$ cat config.mk
export PLATFORM = sky130hd
export DESIGN_NAME = remote_dma_channel
export DESIGN_NICKNAME = d
export VERILOG_FILES = /design/src/tx_byte_fifo.v /design/src/remote_dma_channel.v
export VERILOG_INCLUDE_DIRS = /design/src
export SDC_FILE = /design/constraint.sdc
export NUM_CORES = 1
export LEC_CHECK = 0
export BUFFER_PORTS_ARGS = -buffer_cell sky130_fd_sc_hd__buf_2
export CAP_MARGIN = 20
export CORE_UTILIZATION = 61
export CTS_BUF_LIST = sky130_fd_sc_hd__clkbuf_8 sky130_fd_sc_hd__clkbuf_16
export DETAILED_ROUTE_END_ITERATION = 10
export PLACE_DENSITY = 0.91
export SLEW_MARGIN = 25
export SYNTH_ARGS = -nofsm -noshare
export SYNTH_HDL_FRONTEND = slang
export SYNTH_HIERARCHICAL = 1
export SYNTH_SLANG_ARGS = --single-unit
$ cat constraint.sdc
create_clock -name i_sys_clk -period 9.55 [get_ports i_sys_clk]
set_clock_uncertainty 0.2 [all_clocks]
set_input_delay 1.91 -clock i_sys_clk [delete_from_list [all_inputs] [get_ports i_sys_clk]]
set_output_delay 1.91 -clock i_sys_clk [all_outputs]
set_load 0.03 [all_outputs]
$ cat src/remote_dma_consts.vh
`ifndef REMOTE_DMA_CONSTS_VH
`define REMOTE_DMA_CONSTS_VH

`define CLK_PERIOD_NS 10
`define BIT_TIME_NS 100
`define BIT_CYCLES (`BIT_TIME_NS / `CLK_PERIOD_NS)
`define BIT_CNT_W 4
`define BIT_TMR_LOAD 4'h9

`define FIFO_DEPTH 16
`define FIFO_AW 4
`define FIFO_CW 5

`define ADDR_W 16
`define RESET_ADDR 16'h0000
`define RESET_COUNT 16'h0000
`define RESET_PAGE 8'h00
`define PAGE_OFFSET 8'h00

`define THR_SEL_2 2'h0
`define THR_SEL_4 2'h1
`define THR_SEL_8 2'h2
`define THR_BYTES_2 5'h02
`define THR_BYTES_4 5'h04
`define THR_BYTES_8 5'h08
`define THR_BYTES_12 5'h0c

`define ST_IDLE 3'h0
`define ST_RD_MEM 3'h1
`define ST_RD_CAP 3'h2
`define ST_RD_ACK_HI 3'h3
`define ST_RD_ACK_LO 3'h4
`define ST_WR_ACK_HI 3'h5
`define ST_WR_ACK_LO 3'h6

`endif

$ cat src/tx_byte_fifo.v
`timescale 1ns/1ps
`default_nettype none
`include "remote_dma_consts.vh"

module tx_byte_fifo (
   input wire i_sys_clk,
   input wire i_reset_n,
   input wire i_flush,
   input wire i_push,
   input wire [7:0] i_push_data,
   input wire i_pop,
   output wire [7:0] o_pop_data,
   output wire [`FIFO_CW-1:0] o_count,
   output wire o_full,
   output wire o_empty
);
   reg [7:0] mem_ff [0:`FIFO_DEPTH-1];
   reg [`FIFO_AW-1:0] wr_ptr_ff;
   reg [`FIFO_AW-1:0] rd_ptr_ff;
   reg [`FIFO_CW-1:0] count_ff;
   wire do_push;
   wire do_pop;

   // push is refused when full and pop when empty, so the count never lies
   assign do_push = i_push && !count_ff[`FIFO_AW];
   assign do_pop = i_pop && (count_ff != {`FIFO_CW{1'b0}});
   assign o_pop_data = mem_ff[rd_ptr_ff];
   assign o_count = count_ff;
   assign o_full = count_ff[`FIFO_AW];
   assign o_empty = (count_ff == {`FIFO_CW{1'b0}});

   always @(posedge i_sys_clk) begin
      if (do_push) begin
         mem_ff[wr_ptr_ff] <= i_push_data;
      end
   end

   always @(posedge i_sys_clk or negedge i_reset_n) begin
      if (!i_reset_n) begin
         wr_ptr_ff <= {`FIFO_AW{1'b0}};
         rd_ptr_ff <= {`FIFO_AW{1'b0}};
         count_ff <= {`FIFO_CW{1'b0}};
      end else if (i_flush) begin
         wr_ptr_ff <= {`FIFO_AW{1'b0}};
         rd_ptr_ff <= {`FIFO_AW{1'b0}};
         count_ff <= {`FIFO_CW{1'b0}};
      end else begin
         if (do_push) begin
            wr_ptr_ff <= wr_ptr_ff + 1'b1;
         end
         if (do_pop) begin
            rd_ptr_ff <= rd_ptr_ff + 1'b1;
         end
         if (do_push && !do_pop) begin
            count_ff <= count_ff + 1'b1;
         end else if (do_pop && !do_push) begin
            count_ff <= count_ff - 1'b1;
         end
      end
   end
endmodule

`default_nettype wire

$ cat src/remote_dma_channel.v
`timescale 1ns/1ps
`default_nettype none
`include "remote_dma_consts.vh"

// What this block does
// - frame bytes leave in ascending order, each byte least significant bit first
// - three modes: remote write, remote read, send packet
// - start address pair gives first location, count pair gives bytes to move
// - every remote byte or word uses a full request/acknowledge handshake
// - remote write: port data goes to consecutive memory from start address
// - remote read: consecutive memory from start address goes out on the port
// - each remote transfer increments address and decrements remaining count
// - remote read or write ends as soon as the count reaches zero
// - a 16-byte FIFO with programmable threshold sits between bus and media
// - at threshold the local channel moves that many bytes from memory to FIFO
// - an empty FIFO while the frame still runs is reported as underrun
// - on underrun transmit enable stays active until the jabber stop or the end of the frame ends it
// - send packet loads address from boundary, count from header, then advances boundary
// - send packet reads wrap from the ring stop page to the ring start page
module remote_dma_channel (
   input wire i_sys_clk,
   input wire i_reset_n,
   input wire i_byte_order_select,
   input wire i_word_transfer_select,
   input wire [1:0] i_fifo_threshold,
   input wire [7:0] i_reg_wdata,
   input wire i_remote_start_addr_lo_we,
   input wire i_remote_start_addr_hi_we,
   input wire i_remote_count_lo_we,
   input wire i_remote_count_hi_we,
   input wire i_boundary_we,
   input wire i_cmd_remote_read,
   input wire i_cmd_remote_write,
   input wire i_cmd_send_packet,
   input wire [7:0] i_ring_start_page,
   input wire [7:0] i_ring_stop_page,
   input wire [15:0] i_header_count,
   input wire [7:0] i_next_page_ptr,
   input wire [15:0] i_port_data,
   input wire i_port_ack,
   input wire [15:0] i_mem_rdata,
   input wire i_tx_start,
   input wire [15:0] i_tx_length,
   input wire i_local_bus_ack,
   input wire i_local_valid,
   input wire [7:0] i_local_data,
   input wire i_jabber_stop,
   input wire i_underrun_clr,
   output reg o_port_request,
   output reg [15:0] o_port_data,
   output reg o_port_data_oe,
   output reg o_port_read_strobe,
   output reg [15:0] o_mem_addr,
   output reg [15:0] o_mem_wdata,
   output reg o_mem_word,
   output reg o_memory_write_strobe,
   output reg o_mem_read_strobe,
   output reg [15:0] o_current_remote_addr,
   output reg [15:0] o_remote_count,
   output reg o_remote_busy,
   output reg [7:0] o_ring_boundary_pointer,
   output reg o_local_bus_request,
   output reg o_tx_enable_out,
   output reg o_tx_data,
   output reg o_tx_underrun
);
   function [15:0] lane_order;
      input [15:0] data;
      input byte_order_select;
      begin
         lane_order = byte_order_select ? {data[7:0], data[15:8]} : data;
      end
   endfunction

   function [4:0] thr_bytes;
      input [1:0] sel;
      begin
         case (sel)
            `THR_SEL_2: thr_bytes = `THR_BYTES_2;
            `THR_SEL_4: thr_bytes = `THR_BYTES_4;
            `THR_SEL_8: thr_bytes = `THR_BYTES_8;
            default: thr_bytes = `THR_BYTES_12;
         endcase
      end
   endfunction

   reg ack_meta_ff;
   reg ack_sync_ff;
   reg bus_ack_meta_ff;
   reg bus_ack_sync_ff;
   reg jab_meta_ff;
   reg jab_sync_ff;
   reg [2:0] state_ff;
   reg send_mode_ff;
   reg [15:0] start_addr_ff;
   reg [15:0] start_count_ff;
   reg [15:0] fetch_left_ff;
   reg [4:0] burst_left_ff;
   reg [15:0] send_left_ff;
   reg [7:0] shift_ff;
   reg [3:0] bits_left_ff;
   reg [`BIT_CNT_W-1:0] bit_tmr_ff;
   reg tx_active_ff;
   wire [15:0] step;
   wire count_last;
   wire [15:0] addr_inc;
   wire [15:0] nxt_addr;
   wire [15:0] nxt_count;
   wire [7:0] ring_boundary_pointer_calc;
   wire [4:0] fifo_count;
   wire [7:0] fifo_out;
   wire fifo_empty;
   wire fifo_push;
   wire fifo_pop;
   wire bit_tick;
   wire need_byte;
   wire [4:0] thr;

   // host handshake, bus grant and jabber stop arrive from pins
   always @(posedge i_sys_clk or negedge i_reset_n) begin
      if (!i_reset_n) begin
         ack_meta_ff <= 1'b0;
         ack_sync_ff <= 1'b0;
         bus_ack_meta_ff <= 1'b0;
         bus_ack_sync_ff <= 1'b0;
         jab_meta_ff <= 1'b0;
         jab_sync_ff <= 1'b0;
      end else begin
         ack_meta_ff <= i_port_ack;
         ack_sync_ff <= ack_meta_ff;
         bus_ack_meta_ff <= i_local_bus_ack;
         bus_ack_sync_ff <= bus_ack_meta_ff;
         jab_meta_ff <= i_jabber_stop;
         jab_sync_ff <= jab_meta_ff;
      end
   end

   assign step = i_word_transfer_select ? 16'h0002 : 16'h0001;
   assign count_last = (o_remote_count <= step);
   assign addr_inc = o_current_remote_addr + step;
   // wrap only matters for ring reads, a plain block move runs straight through
   assign nxt_addr = (send_mode_ff && (addr_inc[15:8] == i_ring_stop_page)) ?
                     {i_ring_start_page, `PAGE_OFFSET} : addr_inc;
   assign nxt_count = count_last ? 16'h0000 : (o_remote_count - step);
   assign ring_boundary_pointer_calc = ((i_next_page_ptr - 8'h01) < i_ring_start_page) ?
                      (i_ring_stop_page - 8'h01) : (i_next_page_ptr - 8'h01);

   always @(posedge i_sys_clk or negedge i_reset_n) begin
      if (!i_reset_n) begin
         start_addr_ff <= `RESET_ADDR;
         start_count_ff <= `RESET_COUNT;
      end else begin
         if (i_remote_start_addr_lo_we) begin
            start_addr_ff[7:0] <= i_reg_wdata;
         end
         if (i_remote_start_addr_hi_we) begin
            start_addr_ff[15:8] <= i_reg_wdata;
         end
         if (i_remote_count_lo_we) begin
            start_count_ff[7:0] <= i_reg_wdata;
         end
         if (i_remote_count_hi_we) begin
            start_count_ff[15:8] <= i_reg_wdata;
         end
      end
   end

   always @(posedge i_sys_clk or negedge i_reset_n) begin
      if (!i_reset_n) begin
         state_ff <= `ST_IDLE;
         send_mode_ff <= 1'b0;
         o_port_request <= 1'b0;
         o_port_data <= 16'h0000;
         o_port_data_oe <= 1'b0;
         o_port_read_strobe <= 1'b0;
         o_mem_addr <= `RESET_ADDR;
         o_mem_wdata <= 16'h0000;
         o_mem_word <= 1'b0;
         o_memory_write_strobe <= 1'b0;
         o_mem_read_strobe <= 1'b0;
         o_current_remote_addr <= `RESET_ADDR;
         o_remote_count <= `RESET_COUNT;
         o_remote_busy <= 1'b0;
         o_ring_boundary_pointer <= `RESET_PAGE;
      end else begin
         o_port_read_strobe <= 1'b0;
         o_memory_write_strobe <= 1'b0;
         o_mem_read_strobe <= 1'b0;
         if (i_boundary_we && state_ff == `ST_IDLE) begin
            o_ring_boundary_pointer <= i_reg_wdata;
         end
         case (state_ff)
            `ST_IDLE: begin
               o_remote_busy <= 1'b0;
               // commands during a transfer are ignored
               if (i_cmd_send_packet) begin
                  o_current_remote_addr <= {o_ring_boundary_pointer, `PAGE_OFFSET};
                  o_remote_count <= i_header_count;
                  send_mode_ff <= 1'b1;
                  o_remote_busy <= (i_header_count != 16'h0000);
                  state_ff <= (i_header_count != 16'h0000) ? `ST_RD_MEM : `ST_IDLE;
               end else if (i_cmd_remote_read || i_cmd_remote_write) begin
                  o_current_remote_addr <= start_addr_ff;
                  o_remote_count <= start_count_ff;
                  send_mode_ff <= 1'b0;
                  if (start_count_ff != 16'h0000) begin
                     o_remote_busy <= 1'b1;
                     if (i_cmd_remote_write) begin
                        o_port_request <= 1'b1;
                        state_ff <= `ST_WR_ACK_HI;
                     end else begin
                        state_ff <= `ST_RD_MEM;
                     end
                  end
               end
            end
            `ST_RD_MEM: begin
               o_mem_addr <= o_current_remote_addr;
               o_mem_word <= i_word_transfer_select;
               o_mem_read_strobe <= 1'b1;
               state_ff <= `ST_RD_CAP;
            end
            `ST_RD_CAP: begin
               if (!o_mem_read_strobe) begin
                  o_port_data <= lane_order(i_mem_rdata, i_byte_order_select);
                  o_port_data_oe <= 1'b1;
                  o_port_request <= 1'b1;
                  state_ff <= `ST_RD_ACK_HI;
               end
            end
            `ST_RD_ACK_HI: begin
               if (ack_sync_ff) begin
                  o_port_request <= 1'b0;
                  o_current_remote_addr <= nxt_addr;
                  o_remote_count <= nxt_count;
                  state_ff <= `ST_RD_ACK_LO;
               end
            end
            `ST_RD_ACK_LO: begin
               if (!ack_sync_ff) begin
                  o_port_data_oe <= 1'b0;
                  if (o_remote_count == 16'h0000) begin
                     state_ff <= `ST_IDLE;
                     o_remote_busy <= 1'b0;
                     if (send_mode_ff) begin
                        o_ring_boundary_pointer <= ring_boundary_pointer_calc;
                     end
                  end else begin
                     state_ff <= `ST_RD_MEM;
                  end
               end
            end
            `ST_WR_ACK_HI: begin
               if (ack_sync_ff) begin
                  o_port_request <= 1'b0;
                  o_port_read_strobe <= 1'b1;
                  o_mem_addr <= o_current_remote_addr;
                  o_mem_wdata <= lane_order(i_port_data, i_byte_order_select);
                  o_mem_word <= i_word_transfer_select;
                  o_memory_write_strobe <= 1'b1;
                  o_current_remote_addr <= addr_inc;
                  o_remote_count <= nxt_count;
                  state_ff <= `ST_WR_ACK_LO;
               end
            end
            `ST_WR_ACK_LO: begin
               if (!ack_sync_ff) begin
                  if (o_remote_count == 16'h0000) begin
                     state_ff <= `ST_IDLE;
                     o_remote_busy <= 1'b0;
                  end else begin
                     o_port_request <= 1'b1;
                     state_ff <= `ST_WR_ACK_HI;
                  end
               end
            end
            default: begin
               state_ff <= `ST_IDLE;
               o_port_request <= 1'b0;
               o_port_data_oe <= 1'b0;
            end
         endcase
      end
   end

   assign thr = thr_bytes(i_fifo_threshold);
   assign fifo_push = o_local_bus_request && bus_ack_sync_ff && i_local_valid &&
                      (burst_left_ff != 5'h00);
   assign bit_tick = (bit_tmr_ff == 4'h0);
   assign need_byte = tx_active_ff && bit_tick && (bits_left_ff == 4'h0) &&
                      (send_left_ff != 16'h0000);
   assign fifo_pop = need_byte && !fifo_empty;

   tx_byte_fifo u_fifo (
      .i_sys_clk(i_sys_clk),
      .i_reset_n(i_reset_n),
      .i_flush(i_tx_start),
      .i_push(fifo_push),
      .i_push_data(i_local_data),
      .i_pop(fifo_pop),
      .o_pop_data(fifo_out),
      .o_count(fifo_count),
      .o_full(),
      .o_empty(fifo_empty)
   );

   // a burst is only started when the whole threshold fits, so a push never meets a full FIFO
   always @(posedge i_sys_clk or negedge i_reset_n) begin
      if (!i_reset_n) begin
         fetch_left_ff <= 16'h0000;
         burst_left_ff <= 5'h00;
         o_local_bus_request <= 1'b0;
      end else if (i_tx_start) begin
         fetch_left_ff <= i_tx_length;
         burst_left_ff <= 5'h00;
         o_local_bus_request <= 1'b0;
      end else if (!o_local_bus_request) begin
         if (fetch_left_ff != 16'h0000 && (5'h10 - fifo_count) >= thr) begin
            o_local_bus_request <= 1'b1;
            burst_left_ff <= thr;
         end
      end else if (fifo_push) begin
         fetch_left_ff <= fetch_left_ff - 16'h0001;
         burst_left_ff <= burst_left_ff - 5'h01;
         if (burst_left_ff == 5'h01 || fetch_left_ff == 16'h0001) begin
            o_local_bus_request <= 1'b0;
         end
      end
   end

   always @(posedge i_sys_clk or negedge i_reset_n) begin
      if (!i_reset_n) begin
         tx_active_ff <= 1'b0;
         send_left_ff <= 16'h0000;
         shift_ff <= 8'h00;
         bits_left_ff <= 4'h0;
         bit_tmr_ff <= {`BIT_CNT_W{1'b0}};
         o_tx_enable_out <= 1'b0;
         o_tx_data <= 1'b0;
         o_tx_underrun <= 1'b0;
      end else begin
         if (i_underrun_clr) begin
            o_tx_underrun <= 1'b0;
         end
         if (i_tx_start) begin
            tx_active_ff <= (i_tx_length != 16'h0000);
            send_left_ff <= i_tx_length;
            bits_left_ff <= 4'h0;
            bit_tmr_ff <= {`BIT_CNT_W{1'b0}};
         end else if (tx_active_ff) begin
            bit_tmr_ff <= bit_tick ? `BIT_TMR_LOAD :
                          (bit_tmr_ff - 1'b1);
            if (bit_tick) begin
               if (bits_left_ff != 4'h0) begin
                  o_tx_data <= shift_ff[0];
                  shift_ff <= {1'b0, shift_ff[7:1]};
                  bits_left_ff <= bits_left_ff - 4'h1;
               end else if (send_left_ff == 16'h0000) begin
                  tx_active_ff <= 1'b0;
                  o_tx_enable_out <= 1'b0;
               end else if (!fifo_empty) begin
                  o_tx_enable_out <= 1'b1;
                  o_tx_data <= fifo_out[0];
                  shift_ff <= {1'b0, fifo_out[7:1]};
                  bits_left_ff <= 4'h7;
                  send_left_ff <= send_left_ff - 16'h0001;
               end else if (o_tx_enable_out) begin
                  // set wins over a clear in the same cycle
                  o_tx_underrun <= 1'b1;
               end
            end
         end
         // enable is left high after an underrun, only jabber stop or the end of the frame drops it
         if (jab_sync_ff) begin
            tx_active_ff <= 1'b0;
            o_tx_enable_out <= 1'b0;
         end
      end
   end
endmodule

`default_nettype wire

# Word level (Yosys, flattened, before mapping)
# Memory sizes are Yosys's and may differ from the RTL's.
# Index checks and enable logic that the tools add are counted.
[totals]
reg_bits = 207
ram_bits = 128
input_bits = 124
n_memories = 1
[memory_table]
columns = ["memory", "words", "word_bits", "read_ports", "rd_clocked_by_memory_dff", "write_ports", "line", "source"]
rows = [
  ["u_fifo.mem_ff", 16, 8, 1, 0, 1, "tx_byte_fifo.v:17", "reg [7:0] mem_ff [0:`FIFO_DEPTH-1];"],
]
[op_classes]
n_addsub = 14
magnitude_cmp = 3
n_eq_ne = 37
n_mux = 123
n_bitwise = 4
reduce_logical = 70
[ops]
columns = ["operator", "count"]
rows = [
  ["two-way mux 16 bit", 21],
  ["nonzero test 16 bit", 5],
  ["two-way mux 8 bit", 9],
  ["one-hot mux 16 bit (2 select lines)", 2],
  ["two-way mux 1 bit", 53],
  ["two-way mux 4 bit", 13],
  ["one-hot mux 16 bit (3 select lines)", 1],
  ["two-way mux 5 bit", 7],
  ["logical NOT 16 bit", 2],
  ["subtractor 16 x 1 -> 16 bit (second input constant)", 2],
  ["two-way mux 3 bit", 10],
  ["inequality test 2 bit (second input constant)", 14],
  ["nonzero test 2 bit", 12],
  ["one-hot mux 3 bit (7 select lines)", 1],
  ["adder 16 x 2 -> 16 bit", 1],
  ["== test 16 x 1 -> 1 bit (second input constant)", 1],
  ["less-or-equal comparator 16 x 2 -> 1 bit", 1],
  ["subtractor 16 x 2 -> 16 bit", 1],
  ["subtractor 8 x 1 -> 8 bit (second input constant)", 2],
  ["inequality test 3 x 2 -> 1 bit (second input constant)", 5],
  ["AND reduction 5 bit", 3],
  ["logical AND 1 bit", 14],
  ["inequality test 2 x 1 -> 1 bit (second input constant)", 6],
  ["one-hot mux 4 bit (3 select lines)", 1],
  ["36 further kinds", 64],
]

# Depth between registers and ports, before layout
[depth]
ltp_word = 10
mapped_depth = 13

# Modules after synthesis
# The synthesis kept the hierarchy.
[modules_own_cells]
columns = ["mod", "instances", "cells_per_inst", "area_each_um2", "seq_area_each_um2"]
rows = [
  ["remote_dma_channel", 1, 1188, 11118.2, 4829.6],
  ["tx_byte_fifo", 1, 305, 5759.3, 4169.0],
]

# Worst setup path after synthesis
# Ideal clock, no wire load.
[synth_path]
path_kind = "input to register"
from = "input port i_word_transfer_select"
to = "register o_current_remote_addr[4]"
setup_time_ps = 134
t_arrival_ps = 4441
required_time_ps = 9216
slack_ps = 4776
path_stages = 12
n_path_buf = 1
cell_sequence = "inv_1 > ha_1 > fa_1 > nand2_1 > or4_4 > a221o_1 > a221oi_2 > nand4_1 > or2_1 > buf_6 > a221oi_4 > o221ai_2"
[synth_between]
elab_chain_len = 7
elab_cells_between_ends = 8
[synth_rtl]
columns = ["element", "line", "source"]
rows = [
  ["from (decl)", "remote_dma_channel.v:24", "input wire i_word_transfer_select,"],
  ["two-way mux 2 bit (*)", "remote_dma_channel.v:138", "assign step = i_word_transfer_select ? 16'h0002 : 16'h0001;"],
  ["adder 16 x 2 -> 16 bit (*)", "remote_dma_channel.v:140", "assign addr_inc = o_current_remote_addr + step;"],
  ["== test 8 bit", "remote_dma_channel.v:142", "assign nxt_addr = (send_mode_ff && (addr_inc[15:8] == i_ring_stop_page)) ?"],
  ["logical AND 1 bit", "remote_dma_channel.v:142", ""],
  ["two-way mux 16 bit", "remote_dma_channel.v:142", ""],
  ["two-way mux 16 bit", "remote_dma_channel.v:232", "if (ack_sync_ff) begin"],
  ["one-hot mux 16 bit (3 select lines) (*)", "remote_dma_channel.v:192", "case (state_ff)"],
  ["to (signal assigned)", "remote_dma_channel.v:197", "o_current_remote_addr <= {o_ring_boundary_pointer, `PAGE_OFFSET};"],
  ["to (signal assigned)", "remote_dma_channel.v:203", "o_current_remote_addr <= start_addr_ff;"],
  ["to (signal assigned)", "remote_dma_channel.v:234", "o_current_remote_addr <= nxt_addr;"],
  ["to (decl)", "remote_dma_channel.v:58", "output reg [15:0] o_current_remote_addr,"],
]
# Mark *: on every way between the ends. The rest lies on a longest branch, timed or not. The select of a mux whose other input is x is not followed.
# A chain may end at the register's enable or synchronous reset.

# Worst setup path after layout
[layout_path]
from = "input port i_word_transfer_select"
to = "register o_current_remote_addr[7]"
# The elaborated chain is that of the path after synthesis.

==> impl_results.md <==
* Setup WS pre-CTS at 3920 ps
* Worst Setup Path Type: primary input to flip-flop
* CP startpoint kind: primary input
* Fin crit period at approximately 5300 ps
* Via count at 12.9k
* Final setup viols at 0
* Pre-Repair DR Iteration Count at 6
* Share of cells above drive strength 1 at 24.7%
* Ys async rst share at between 60% and 70%
* Synth Area per Inst at between 10 and 15 um2
* Post-cts sizing count at 0
* Clock Tree Buf Depth at 3
* Critical path required time at 9740 ps
* Reg clk slew, reported paths at 60 ps
* CTS tree: built
* Power density over cell area at 280 mW/mm2
* Most common flop cell mapped by yosys: dfrtp_1
* Critical Path Sink Type: flip-flop
* Nets at 1840
* Tcrit/Tclk final at a little under three fifths
* Gr usage total at between 30% and 40%
* Static Leak at 8.07 nW
* Antenna viol nets, final at 0
* Fillcell total at 1795
* Synthesized flop and latch total at 334
* Commonest non-fill, non-tap cell in the layout: buf_2
* Synthesized instance count at 1493
* Post-detail-place hpwl at 29.8 mm
* CP Max Fanout at 11
* H-tree levels at 2
* Max-slew headroom at 37.1%
* CP Data Arrival Time at ~5500 ps
* I/O pin count at roughly 220
* Pwr Total at 5.43 mW
* Initial antenna violation count at 1
* Setup tns final at 0 ps
* IO buf count at 222
* Synthesized cell area at 0.0169 mm2
* Post-CTS setup buffers at 0
* Post-Route WL at between 40 and 50 mm
* Routability-driven placement congestion ratio at 0.901
* Number of buffers created by CTS at 35
* Maxcap violations at 0
* Fmax at between 150 and 200 MHz
* Worst Hold Class: flip-flop to flip-flop
* Peak VDD IR at 0.174 mV
* Chip height at 168 um
* Initial Util at 62.4%
* Final WS setup at 4210 ps
* Final hold violation count at 0
* DR iter-0 viols at 1251
* First-pass GRT wire length at a little under 70 mm
* Die W at 168 um
* Post-Syn Nets at 1655
* RSZ-0062 raised after global routing: false
* DRC errors left at 0
* Total gr overflow at 0
* Sequential area share after synthesis at 53.3%
* Clk root buf: clkbuf_16
* Unique cell type count in the Yosys netlist at just over 80
* Area grow syn2layout at 14.9%
* Status: finished clean
* Die area at between 0.02 and 0.03 mm2
* FP Rows at 60
* CTS Hold Buffers Added at 0
* Vias in the first global route at 12.7k
* Sink Count at 334
* Slew @ Worst Pin at 944 ps
* Via density at 6.32
* Latest clock arrival within the worst-skew pair at 540 ps
* Commonest cells after routing, fill and taps aside: buf_2, dfrtp_1, nor2_1
* WL/cell at about 21 um
* Max Slew Vio Count at 0
* Placeable Area at 0.0270 mm2
* EDFF count, synth at 128
* Synth warn at 6
* Final core occ at about 72%
* Largest net degree at the start of global routing at 71
[flip-flops by register name (all words and copies together), names as in the netlist, 3 cells and up]
register and count:
o_port_data 16, start_count_ff 16, u_fifo/rd_ptr_ff 4, o_ring_boundary_pointer 8, fetch_left_ff 16, o_mem_wdata 16, u_fifo/wr_ptr_ff 4, bit_tmr_ff 4
o_current_remote_addr 16, state_ff 3, start_addr_ff 16, bits_left_ff 4, u_fifo/mem_ff 128, o_remote_count 16, o_mem_addr 16, burst_left_ff 5
u_fifo/o_count 5, shift_ff 7, send_left_ff 16
[synthesized netlist by cell type, types with 8 or more instances]
cell type,instances,area [um2]
xor2_1,32,280
nor2b_1,15,93.8
edfxtp_1,128,3840
nand3_1,18,90.1
xnor2_1,33,289
a22oi_1,27,203
dfrtp_1,206,5150
nand2_1,124,465
mux2_2,70,788
and2_1,23,144
clkbuf_1,53,199
or3_1,16,100
nor2_1,138,518
nor4_1,21,131
ha_1,35,438
o21ai_1,12,60.1
nor3_1,37,185
mux2i_1,65,651
o21ai_0,103,515
mux4_2,32,721
nand4_1,14,87.6
a21oi_1,70,350
a31oi_1,16,100
a22o_1,8,70.1
buf_2,11,55.1
inv_1,48,180
buf_1,12,45.0
[cells by family after synthesis]
logic type	Yosys count	synth area share [%]
and+or+nand+nor	447	12.7
buffers and inverters	134	3.30
adders and majority gates	39	3.01
muxes	167	12.8
xor gates and xnor gates	66	3.51
DFF	334	53.3
AOI/OAI and AO/OA	306	11.4
[critical path, cell delays in order]
cell	delay (ps)
buf_2	130
inv_1	170
ha_1	220
fa_1	330
nand2_1	180
or4_4	570
a221o_1	340
a221oi_2	170
nand4_1	420
or2_1	530
a31oi_1	410
o211ai_1	150
[power breakdown]
group          internal [mW]  switching [mW]  total (mW)  leakage [nW]
combinational          0.653            1.24        1.90          3.80
sequential              1.76           0.335        2.10          3.64
clock                  0.849           0.584        1.43         0.618
total                   3.26            2.16        5.43          8.07
[routing by layer]
layer	vias up	wire length [um]	GRT usage [%]
met2	656	20300	49.7
li1	5821	-	-
met4	0	1790	12.4
met3	142	3780	6.44
met1	6315	16800	40.0
met5	-	0	0
[path summary, 6_finish.rpt]
check | startpoint | end | cells after the start | slack [ps]
worst min register to register | bus_ack_meta_ff | bus_ack_sync_ff | 0 | 160
min in group asynchronous | i_reset_n | o_port_data[15] | 1 | 1170
worst max register to register | o_current_remote_addr[1] | o_current_remote_addr[7] | 9 | 5380
worst min-delay path | bus_ack_meta_ff | bus_ack_sync_ff | 0 | 160
max in group asynchronous | i_reset_n | send_left_ff[3] | 2 | 6630
worst max-delay path | i_word_transfer_select | o_current_remote_addr[7] | 12 | 4210
[stage by stage]
stage | std cells | cell area [um2] | hold slack [ps]
final | 2046 | 19400 | 158
after global routing | 2046 | 19400 | 170
after CTS | 2045 | 19400 | 159
after detailed placement | 1982 | 18100 | 143
after global placement | 1982 | 18100 | 132
after floorplan | 1493 | 16900 | 131
[final cells by class]
cell class	instances	area, um2	area share, %
well taps	341	427	2.20
clock inverters	24	297	1.53
diodes	1	2.50	0.0129
multi-input cells	1025	7350	37.9
clock buffers	39	931	4.80
flip-flops and latches	334	9000	46.4
repair buffers	233	1200	6.20
inverters	49	184	0.948
Note: power is estimated with default switching activity, not from simulation.
